### src/rtl/pei_pkg.sv
package pei_pkg;
    // Management register addresses
    localparam logic [4:0] PEI_ADDR_MCTL = 5'h11;
    localparam logic [4:0] PEI_ADDR_EVT = 5'h12;
    localparam logic [4:0] PEI_ADDR_FCC = 5'h14;
    localparam logic [4:0] PEI_ADDR_REC = 5'h15;
    // Widths
    localparam int PEI_AW = 5;
    localparam int PEI_DW = 16;
    localparam int PEI_NSRC = 7;
    localparam int PEI_CW = 8;
    // Event register field positions
    localparam int PEI_PEND_LSB = 8;
    localparam int PEI_EN_LSB = 0;
    // Source index inside the seven-bit vectors
    localparam int PEI_SRC_ED = 6;
    localparam int PEI_SRC_LINK = 5;
    localparam int PEI_SRC_SPD = 4;
    localparam int PEI_SRC_DUP = 3;
    localparam int PEI_SRC_ANC = 2;
    localparam int PEI_SRC_FHF = 1;
    localparam int PEI_SRC_RHF = 0;
    // Master control bit positions
    localparam int PEI_MC_OE = 0;
    localparam int PEI_MC_EN = 1;
    localparam int PEI_MC_TEST = 2;
    localparam int PEI_MC_W = 3;
    // Reset values and counter limits
    localparam logic [PEI_NSRC-1:0] PEI_SRC_RST = 7'h00;
    localparam logic [PEI_MC_W-1:0] PEI_MC_RST = 3'h0;
    localparam logic [PEI_CW-1:0] PEI_CNT_RST = 8'h00;
    localparam logic [PEI_CW-1:0] PEI_CNT_MAX = 8'hFF;
    localparam logic [PEI_CW-1:0] PEI_CNT_ONE = 8'h01;
    localparam logic [PEI_DW-1:0] PEI_RD_RST = 16'h0000;
    localparam int PEI_HALF_BIT = 7;
    // Receive carrier tracker states
    typedef enum logic [3:0] {
        PEI_RX_IDLE = 4'b0001,
        PEI_RX_GOOD = 4'b0010,
        PEI_RX_ERR = 4'b0100,
        PEI_RX_COL = 4'b1000
    } pei_rx_type;
endpackage

### src/rtl/pei_event_irq.sv
`timescale 1ns/10ps
`default_nettype none
// How it works
// Event status latches regardless of its enable
// Interrupt needs source enable and master controls
// Pending bits clear on the returning read
// Pending bits 14..8 in fixed source order
// Enable bits 6..0, reset zero, same order
// Bits 15 and 7 ignore writes, read zero
// False-carrier count counts, clears on read
// False-carrier count sticks at maximum
// Rx error count: carrier with bad symbol
// At most one count per carrier event
// No count when collision during carrier
// Rx error count sticks at maximum
// False-carrier half-full sets its pending bit
// Rx error half-full sets its pending bit
// Master enable gates all event interrupts
// Output enable makes shared pin interrupt output
// Test bit forces interrupt while set
// Half-full means counter top bit set
// Interrupt holds until enabled pending bits cleared
module pei_event_irq (
    // Clock and reset
    input wire logic i_clk_sys,
    input wire logic i_rstn,
    // Management register port
    input wire logic [pei_pkg::PEI_AW-1:0] i_reg_addr,
    input wire logic i_reg_wr,
    input wire logic i_reg_rd,
    input wire logic [pei_pkg::PEI_DW-1:0] i_reg_wdata,
    output logic [pei_pkg::PEI_DW-1:0] o_reg_rdata,
    // Status change pulses from the transceiver core
    input wire logic i_energy_detect_evt,
    input wire logic i_link_change_evt,
    input wire logic i_speed_change_evt,
    input wire logic i_duplex_change_evt,
    input wire logic i_autoneg_done_evt,
    // Receive path indications
    input wire logic i_false_carrier_evt,
    input wire logic i_rx_carrier,
    input wire logic i_rx_invalid_symbol,
    input wire logic i_rx_collision,
    // Shared power-down / interrupt pin
    input wire logic i_powerdown_or_irq_pin,
    output logic o_powerdown_or_irq_pin_n,
    output logic o_powerdown_or_irq_pin_oe,
    // Internal results
    output logic o_irq,
    output logic o_powerdown_req
);
    import pei_pkg::*;

    // Address match, shared by read and write decode
    function automatic logic hit(input logic [PEI_AW-1:0] a, input logic [PEI_AW-1:0] t);
        hit = (a == t);
    endfunction

    logic [PEI_NSRC-1:0] pend_ff; // Latched event status
    logic [PEI_NSRC-1:0] ien_ff; // Per-source enables
    logic [PEI_MC_W-1:0] mc_ff; // Master control bits
    logic [PEI_CW-1:0] fc_ff; // False carrier tally
    logic [PEI_CW-1:0] re_ff; // Rx symbol error tally
    logic [PEI_CW-1:0] nxt_fc;
    logic [PEI_CW-1:0] nxt_re;
    pei_rx_type rx_ff; // Carrier event tracker
    pei_rx_type nxt_rx;
    logic [PEI_NSRC-1:0] src_evt; // All sources this cycle
    logic re_inc; // One rx error count due
    logic fc_clr; // Read of false carrier tally
    logic re_clr; // Read of rx error tally
    logic evt_clr; // Read of event register
    logic fc_half_rise;
    logic re_half_rise;
    logic [PEI_NSRC-1:0] nxt_pend; // Pending bits after this edge
    logic nxt_irq;
    logic pin_s1_ff; // Pin synchroniser, first stage
    logic pin_s2_ff; // Pin synchroniser, second stage
    logic irq_ff;

    // Read strobes that clear state as a side effect
    assign evt_clr = i_reg_rd && hit(i_reg_addr, PEI_ADDR_EVT);
    assign fc_clr = i_reg_rd && hit(i_reg_addr, PEI_ADDR_FCC);
    assign re_clr = i_reg_rd && hit(i_reg_addr, PEI_ADDR_REC);

    // Half-full crossing: top bit goes from clear to set
    assign fc_half_rise = nxt_fc[PEI_HALF_BIT] && !fc_ff[PEI_HALF_BIT];
    assign re_half_rise = nxt_re[PEI_HALF_BIT] && !re_ff[PEI_HALF_BIT];

    // Gather event sources in register order
    always_comb begin
        src_evt = PEI_SRC_RST;
        src_evt[PEI_SRC_ED] = i_energy_detect_evt;
        src_evt[PEI_SRC_LINK] = i_link_change_evt;
        src_evt[PEI_SRC_SPD] = i_speed_change_evt;
        src_evt[PEI_SRC_DUP] = i_duplex_change_evt;
        src_evt[PEI_SRC_ANC] = i_autoneg_done_evt;
        src_evt[PEI_SRC_FHF] = fc_half_rise;
        src_evt[PEI_SRC_RHF] = re_half_rise;
    end

    // Next pending bits: a new event wins over the clearing read
    always_comb begin
        nxt_pend = (evt_clr ? PEI_SRC_RST : pend_ff) | src_evt;
    end

    // Pending bits register
    always_ff @(posedge i_clk_sys or negedge i_rstn) begin
        if (!i_rstn) begin
            pend_ff <= PEI_SRC_RST;
        end else begin
            pend_ff <= nxt_pend;
        end
    end

    // Software-written enables and master controls
    always_ff @(posedge i_clk_sys or negedge i_rstn) begin
        if (!i_rstn) begin
            ien_ff <= PEI_SRC_RST;
            mc_ff <= PEI_MC_RST;
        end else if (i_reg_wr) begin
            // Only low seven bits store; 15 and 7 are dropped
            if (hit(i_reg_addr, PEI_ADDR_EVT)) begin
                ien_ff <= i_reg_wdata[PEI_EN_LSB +: PEI_NSRC];
            end
            if (hit(i_reg_addr, PEI_ADDR_MCTL)) begin
                mc_ff <= i_reg_wdata[PEI_MC_W-1:0];
            end
        end
    end

    // False carrier tally: count, stick at max, clear on read
    always_comb begin
        nxt_fc = fc_ff;
        if (fc_clr) begin
            // An event in the read cycle starts the new count
            nxt_fc = i_false_carrier_evt ? PEI_CNT_ONE : PEI_CNT_RST;
        end else if (i_false_carrier_evt && fc_ff != PEI_CNT_MAX) begin
            nxt_fc = fc_ff + PEI_CNT_ONE;
        end
    end

    always_ff @(posedge i_clk_sys or negedge i_rstn) begin
        if (!i_rstn) begin
            fc_ff <= PEI_CNT_RST;
        end else begin
            fc_ff <= nxt_fc;
        end
    end

    // Carrier tracker: remembers error or collision inside one carrier
    always_comb begin
        nxt_rx = rx_ff;
        re_inc = 1'b0;
        case (rx_ff)
            PEI_RX_IDLE: begin
                if (i_rx_carrier) begin
                    nxt_rx = i_rx_collision ? PEI_RX_COL :
                             (i_rx_invalid_symbol ? PEI_RX_ERR : PEI_RX_GOOD);
                end
            end
            PEI_RX_GOOD: begin
                if (!i_rx_carrier) begin
                    nxt_rx = PEI_RX_IDLE;
                end else if (i_rx_collision) begin
                    nxt_rx = PEI_RX_COL;
                end else if (i_rx_invalid_symbol) begin
                    nxt_rx = PEI_RX_ERR;
                end
            end
            PEI_RX_ERR: begin
                // Further bad symbols do not count again
                if (!i_rx_carrier) begin
                    nxt_rx = PEI_RX_IDLE;
                    re_inc = 1'b1;
                end else if (i_rx_collision) begin
                    nxt_rx = PEI_RX_COL;
                end
            end
            PEI_RX_COL: begin
                // Collided carrier never counts
                if (!i_rx_carrier) begin
                    nxt_rx = PEI_RX_IDLE;
                end
            end
            default: begin
                nxt_rx = PEI_RX_IDLE;
            end
        endcase
    end

    always_ff @(posedge i_clk_sys or negedge i_rstn) begin
        if (!i_rstn) begin
            rx_ff <= PEI_RX_IDLE;
        end else begin
            rx_ff <= nxt_rx;
        end
    end

    // Rx error tally: count once per bad carrier, stick at max
    always_comb begin
        nxt_re = re_ff;
        if (re_clr) begin
            nxt_re = re_inc ? PEI_CNT_ONE : PEI_CNT_RST;
        end else if (re_inc && re_ff != PEI_CNT_MAX) begin
            nxt_re = re_ff + PEI_CNT_ONE;
        end
    end

    always_ff @(posedge i_clk_sys or negedge i_rstn) begin
        if (!i_rstn) begin
            re_ff <= PEI_CNT_RST;
        end else begin
            re_ff <= nxt_re;
        end
    end

    // Read data register, captured before the clear takes effect
    always_ff @(posedge i_clk_sys or negedge i_rstn) begin
        if (!i_rstn) begin
            o_reg_rdata <= PEI_RD_RST;
        end else if (i_reg_rd) begin
            o_reg_rdata <= PEI_RD_RST;
            if (hit(i_reg_addr, PEI_ADDR_EVT)) begin
                // Bits 15 and 7 stay zero
                o_reg_rdata[PEI_PEND_LSB +: PEI_NSRC] <= pend_ff;
                o_reg_rdata[PEI_EN_LSB +: PEI_NSRC] <= ien_ff;
            end
            if (hit(i_reg_addr, PEI_ADDR_MCTL)) begin
                o_reg_rdata[PEI_MC_W-1:0] <= mc_ff;
            end
            if (hit(i_reg_addr, PEI_ADDR_FCC)) begin
                o_reg_rdata[PEI_CW-1:0] <= fc_ff;
            end
            if (hit(i_reg_addr, PEI_ADDR_REC)) begin
                o_reg_rdata[PEI_CW-1:0] <= re_ff;
            end
        end
    end

    // Interrupt level from the next pending state
    // Operands are named directly so the level follows every pending change
    assign nxt_irq = mc_ff[PEI_MC_TEST] ||
                     (mc_ff[PEI_MC_EN] && |(nxt_pend & ien_ff));

    always_ff @(posedge i_clk_sys or negedge i_rstn) begin
        if (!i_rstn) begin
            irq_ff <= 1'b0;
            o_powerdown_or_irq_pin_n <= 1'b1;
            o_powerdown_or_irq_pin_oe <= 1'b0;
        end else begin
            irq_ff <= nxt_irq;
            o_powerdown_or_irq_pin_n <= !nxt_irq; // Active low on the pin
            o_powerdown_or_irq_pin_oe <= mc_ff[PEI_MC_OE];
        end
    end
    assign o_irq = irq_ff;

    // Pin synchroniser and power-down request when pin is an input
    always_ff @(posedge i_clk_sys or negedge i_rstn) begin
        if (!i_rstn) begin
            pin_s1_ff <= 1'b1;
            pin_s2_ff <= 1'b1;
            o_powerdown_req <= 1'b0;
        end else begin
            pin_s1_ff <= i_powerdown_or_irq_pin;
            pin_s2_ff <= pin_s1_ff;
            o_powerdown_req <= !mc_ff[PEI_MC_OE] && !pin_s2_ff;
        end
    end

    // Checks
    a_pend_latch: assert property (@(posedge i_clk_sys) disable iff (!i_rstn)
        |src_evt |=> ((pend_ff & $past(src_evt)) == $past(src_evt)))
        else $error("event not latched");
    a_read_clears: assert property (@(posedge i_clk_sys) disable iff (!i_rstn)
        (evt_clr && src_evt == PEI_SRC_RST) |=> (pend_ff == PEI_SRC_RST))
        else $error("pending not cleared by read");
    a_resv_zero: assert property (@(posedge i_clk_sys) disable iff (!i_rstn)
        $past(evt_clr) |-> (o_reg_rdata[PEI_DW-1] == 1'b0 && o_reg_rdata[PEI_PEND_LSB-1] == 1'b0))
        else $error("reserved bit reads one");
    a_master_gate: assert property (@(posedge i_clk_sys) disable iff (!i_rstn)
        (!mc_ff[PEI_MC_EN] && !mc_ff[PEI_MC_TEST]) |=> !o_irq)
        else $error("interrupt without master enable");
    a_test_force: assert property (@(posedge i_clk_sys) disable iff (!i_rstn)
        mc_ff[PEI_MC_TEST] [*2] |=> o_irq)
        else $error("test interrupt not forced");
    a_fc_stick: assert property (@(posedge i_clk_sys) disable iff (!i_rstn)
        (fc_ff == PEI_CNT_MAX && !fc_clr) |=> (fc_ff == PEI_CNT_MAX))
        else $error("false carrier tally wrapped");
    a_fc_count: assert property (@(posedge i_clk_sys) disable iff (!i_rstn)
        (i_false_carrier_evt && !fc_clr && fc_ff != PEI_CNT_MAX) |=> (fc_ff == $past(fc_ff) + PEI_CNT_ONE))
        else $error("false carrier tally missed");
    a_re_once: assert property (@(posedge i_clk_sys) disable iff (!i_rstn)
        (!re_clr && i_rx_carrier) |=> (re_ff == $past(re_ff)))
        else $error("rx error counted inside carrier");
    a_re_collide: assert property (@(posedge i_clk_sys) disable iff (!i_rstn)
        (rx_ff == PEI_RX_COL && !re_clr) |=> (re_ff == $past(re_ff)))
        else $error("rx error counted with collision");
    a_half_flag: assert property (@(posedge i_clk_sys) disable iff (!i_rstn)
        (fc_ff == (PEI_CNT_MAX >> 1) && i_false_carrier_evt && !fc_clr) |=> pend_ff[PEI_SRC_FHF])
        else $error("half-full not flagged");
    a_irq_hold: assert property (@(posedge i_clk_sys) disable iff (!i_rstn)
        (mc_ff[PEI_MC_EN] && |(pend_ff & ien_ff) && !evt_clr) |=> o_irq)
        else $error("interrupt dropped while pending");

    c_irq_seen: cover property (@(posedge i_clk_sys) disable iff (!i_rstn)
        !o_irq ##1 o_irq);
    c_re_counted: cover property (@(posedge i_clk_sys) disable iff (!i_rstn)
        re_inc);
    c_fc_sat: cover property (@(posedge i_clk_sys) disable iff (!i_rstn)
        fc_ff == PEI_CNT_MAX);
endmodule
`default_nettype wire

### config.mk
export PLATFORM = sky130hd
export DESIGN_NAME = pei_event_irq
export DESIGN_NICKNAME = d
export VERILOG_FILES = /design/src/rtl/pei_pkg.sv /design/src/rtl/pei_event_irq.sv
export SDC_FILE = /design/constraint.sdc
export NUM_CORES = 1
export LEC_CHECK = 0
export BUFFER_PORTS_ARGS = -buffer_cell sky130_fd_sc_hd__buf_2
export CAP_MARGIN = 15
export CELL_PAD_IN_SITES_DETAIL_PLACEMENT = 1
export CELL_PAD_IN_SITES_GLOBAL_PLACEMENT = 1
export CORE_ASPECT_RATIO = 1.25
export CORE_MARGIN = 2
export CORE_UTILIZATION = 43
export DETAILED_ROUTE_END_ITERATION = 8
export PLACE_DENSITY = 0.86
export SYNTH_ARGS = -nofsm -noshare
export SYNTH_HDL_FRONTEND = slang
export SYNTH_SLANG_ARGS = --single-unit
### constraint.sdc
create_clock -name i_clk_sys -period 1.79 [get_ports i_clk_sys]
set_input_delay 0.358 -clock i_clk_sys [delete_from_list [all_inputs] [get_ports i_clk_sys]]
set_output_delay 0.358 -clock i_clk_sys [all_outputs]
set_load 0.1 [all_outputs]
Word-level counts from Yosys, hierarchy flattened. Index checks and enable logic that the tools add are counted. Widths: inputs -> output; s select.

$add $sub $neg: 2. Eq/ne operators: 14. Mux-type cells: 24. Bitwise logic cells: 2. Reduce and logical (&&, ||, !) cells: 21.

Operators with widths (count): $mux 8 (6); $mux 4 (8); $mux 7 (3); $eq 5x5->1 const B (4); $add 8x1->8 const B (2); $ne 8x8->1 const B (2); $pmux 4 s4 (1); $logic_and 1x1->1 (9); $and 7x7->7 (1); $or 7x7->7 (1); $reduce_or 7->1 (1); $mux 3 (2); $logic_not 1->1 (5); $eq 4x1->1 const B (1); $eq 4x2->1 const B (1); $eq 4x3->1 const B (1); $eq 4x4->1 const B (1); $mux 1 (4); $ne 2x2->1 const B (2); $ne 4x4->1 const B (1); $reduce_and 2->1 (2); $reduce_and 4->1 (1); $reduce_bool 2->1 (2); $ne 3x3->1 const B (1); $logic_or 1x1->1 (1).

Register bits: 58. Input bits: 35. Output and inout bits: 20.

Depth between registers and ports, before layout.
Depth after elaboration: 12. Mapped depth: 5. Depth with buffers taken out: 5.

Least setup slack after synthesis. No wires, ideal clock.

Kind: reg2reg. Start: register rx_ff[1]. End: register re_ff[5]. Setup time: 125 ps. Data arrival time: 1507 ps. Required time: 1665 ps. Slack: 159 ps. Stages on the path, launching flop included: 6. Buffers on the path: 1. Clock period less this slack: 1631 ps. Cell sequence: dfrtp_1 > buf_4 > or3b_4 > or3_1 > a311oi_1 > nor2_1.

Longest elaborated chain between the ends: 4.

Ends and longest elaborated chain: start, declared (RTL line pei_event_irq.sv:66) `pei_rx_type rx_ff;`; start signal, assigned (RTL line pei_event_irq.sv:196) `rx_ff <= nxt_rx;`; $eq 4x3->1 (RTL line pei_event_irq.sv:155) `case (rx_ff)`; $mux 1 (RTL line pei_event_irq.sv:155); $logic_and 1x1->1 (RTL line pei_event_irq.sv:205) `end else if (re_inc && re_ff != PEI_CNT_MAX) begin`; $reduce_bool 2->1 (no source line); end signal, assigned (RTL line pei_event_irq.sv:214) `re_ff <= nxt_re;`; end, declared (RTL line pei_event_irq.sv:63) `logic [PEI_CW-1:0] re_ff;`.

No other way between the ends. A chain may end at the register's enable or synchronous reset.

Worst setup path after layout.
Start: register re_ff[1]. End: register re_ff[6].

Longest elaborated chain between the ends: 3. Elaborated cells on any way between the ends: 6. Those cells by class: add/sub (1); eq/ne (1); mux (2); reduce/logical (2).

Ends and longest elaborated chain (RTL line): $add 8x1->8 / $ne 8x8->1 (equally long branches) (pei_event_irq.sv:206, pei_event_irq.sv:205); $mux 8 / $logic_and 1x1->1 (equally long branches) (pei_event_irq.sv:205); $mux 8 / $reduce_bool 2->1 (equally long branches).

Parallel ways exist; a longest one is shown, timed or not. The select of a mux whose other input is x is not followed.

==> results.ini <==
[job]
maxCapViolations=0

[worst_setup_path]
crit_fanout=6
slowest_delay_ns=0.46
worst_r2r_path_depth=5
reg2reg_to=re_ff[6]
critPathCaptureType=flop
slowest_stage=dfrtp_1
path_class=flop to flop
timing.rr.start=re_ff[1]
r2r_slack_ns=0.14
cp_data_arrival_time_ns=1.91
required_ns=2.05
startpoint_type=flop
cp_cell_sequence=ha_1, nand3_1, o211ai_2, or4_1, a21oi_1

[grt]
grt_max_degree=59
track_usage=0.236
antenna_found_initial=0
first_global_vias=2703
grt_pass1_wl_um=13300
grt-ovfl-total=0

[timing]
rsz0062_at_grt=false
max_freq_mhz=606
finalCriticalPeriod_ns=1.65
worst_slack_ns=0.141
fin_worst_skew_ns=0.00985
finalHoldViolCount=0
min_period_over_period=0.921
setup_tns_ns=0
setup-violations-final=0
drv_slew=0

[synthesis]
synth_nets=312
synth_area_um2=2880
seq_area_frac_synth=0.505
yosysWarnings=0
synth-seq-cells=58
synthArstFlopShare=1.00
synthSimpleGateAreaFrac=0.194
synth_edf_count=0
synth_xor_area_frac=0.0243
synth_compound_area_frac=0.176
synth_top_family_by_area=simple AND/OR/NAND/NOR gates
synthCells=275
syn_area_per_cell_um2=10.5
synth_fa_ha_area_frac=0.00868
synth_cell_types=58
synth_ff_type=dfrtp_1
muxShareOfSynthArea=0.0499

[cells_and_area]
final_layout_size_suffix_gt1_frac=0.302
n_antenna_cell=0
fin_area_um2=3520
nNetsFinal=370
syn_to_final_growth_pct=22.0
fin_cells=425

[place]
dp.cells=409
placed_cell_area_um2=3280
post-place-ws_ns=0.0805
gp_congestion=0.860
io_buffers=44
dpl.hpwl_um=5690

[min_path]
hp-class=primary input to async pin

[routing]
antenna_left=0
num_vias=2475
viasPerCell=5.82
drtPass1Iterations=5
wire_per_inst_um=18.8
detail_route.wirelength_um=7980
drtIter0Drc=115
drc=0

[clock_tree]
cts.sink_count=58
hold_buffers=0
cts-resized-gates=0
clockBufferDepth=2
cts_buffers=9
worst_skew_pair.late_latency_ns=0.34
clk_pin_slew_worst_paths_ns=0.06
cts_tree=built
cts_root_buffer=clkbuf_8
cts_setup_buffers=0
h-tree-depth=3

[status]
outcome=finished clean

[power_and_ir_drop]
p_leak_uw=0.00157
p_per_area_nw_per_um2=1210
power_uw=4240
ir_drop_uv=527

[floorplanning]
dieArea_um2=7380
ioPinCount=55
rows=33
dieWidth_um=77.2
dieHeight_um=95.5
start_util=0.442
core-area_um2=6520

==> registers in the layout, summed over array words and instances, names as in the netlist <==
| signal | flops |
|---|---|
| o_powerdown_req | 1 |
| o_powerdown_or_irq_pin_n | 1 |
| re_ff | 8 |
| mc_ff | 3 |
| pin_s1_ff | 1 |
| o_powerdown_or_irq_pin_oe | 1 |
| o_irq | 1 |
| rx_ff | 4 |
| fc_ff | 8 |
| ien_ff | 7 |
| pend_ff | 7 |
| pin_s2_ff | 1 |
| o_reg_rdata | 15 |
==> synth_stat cells (3+ instances only) <==
cell,instances,area (µm²)
dfrtp_1,54,1350
nor2_1,25,93.8
nand2_1,13,48.8
a22oi_1,12,90.1
nand3_1,12,60.1
a21oi_1,11,55.1
inv_1,11,41.3
mux2_2,11,124
clkbuf_1,8,30.0
o21ai_0,8,40.0
o22ai_1,8,50.1
a21o_1,6,45.0
and2_1,6,37.5
nand4_1,6,37.5
xor2_1,6,52.6
nor2b_1,5,31.3
a222oi_1,4,40.0
a31oi_1,4,25.0
and3_1,4,25.0
dfstp_2,4,105
o2111ai_1,4,35.0
a32oi_1,3,26.3
and3b_1,3,26.3
buf_4,3,22.5
or3_1,3,18.8
==> worst max-delay path by stage <==
stage | from | end | slack, ns
after floorplan | rx_ff[1] | re_ff[5] | 0.16
after global placement | i_reg_addr[4] | o_powerdown_or_irq_pin_n | 0.09
after detailed placement | i_reg_addr[4] | o_irq | 0.08
after CTS | re_ff[1] | re_ff[6] | 0.11
after global routing | rx_ff[1] | re_ff[5] | 0.0005
final | re_ff[1] | re_ff[6] | 0.14
==> kinds of logic after synthesis <==
logic type | count (synthesis)
AO/OA/AOI/OAI | 71
XOR/XNOR | 8
adder cells (fa/ha/maj) | 2
buffers and inverters | 25
flip-flops | 58
multiplexers | 13
other | 1
AND/OR/NAND/NOR | 97
==> critical path: cells and delay by family (launching register included) <==
kind	cells	cell delay (ns)
adder cells (fa/ha/maj)	1	0.23
flip-flops	1	0.46
AO/OA/AOI/OAI	2	0.32
AND/OR/NAND/NOR	2	0.56
==> layout make-up <==
class / instances / area, µm²
clock buffer: 12 / 165
clock inverter: 4 / 72.6
fill: 753 / 3010
inverter: 11 / 41.3
multi-input combinational: 192 / 1310
sequential: 58 / 1460
tap: 87 / 109
timing repair buffer: 61 / 360
==> report_power, final <==
part / switching, µW / total, µW / internal (µW) / leakage (µW)
Clock: 535 / 1430 / 895 / 0.000119
Sequential: 239 / 1760 / 1520 / 0.000728
Combinational: 694 / 1060 / 363 / 0.000722
==> layout by cell type (no fill, tap or decap), drive strengths merged, types with 2 or more instances in the layout <==
master / n
and3b: 3
a311oi: 3
nor2b: 5
o22ai: 8
clkbuf: 12
inv: 11
a21o: 6
nor2: 26
a31oi: 4
a32oi: 3
nor4: 3
mux2i: 2
nand4: 6
and3: 4
o2111ai: 4
nand3: 12
a21oi: 11
o21ai: 8
mux2: 11
o31ai: 2
and4: 2
buf: 61
a222oi: 4
ha: 2
nor3: 2
or3: 3
nor3b: 2
a22oi: 12
xnor2: 2
and2: 6
dfrtp: 54
xor2: 6
dfstp: 4
bufinv: 2
nand2: 13
==> through the flow <==
stage,hold slack [ns],utilization
after global routing,0.0322,0.539
final,0.0172,0.539
after CTS,0.0140,0.539
after detailed placement,0.347,0.502
after global placement,0.346,0.502
after floorplan,0.0624,-
==> metal layers <==
layer	global-route usage	wire [µm]	vias up	share of wire
li1	-	-	1140	-
met1	0.259	3200	1247	0.40
met2	0.430	4270	67	0.54
met3	0.0483	275	21	0.034
met4	0.125	233	0	0.029
met5	0	0	-	0
Power figures use the tool's default switching activity.
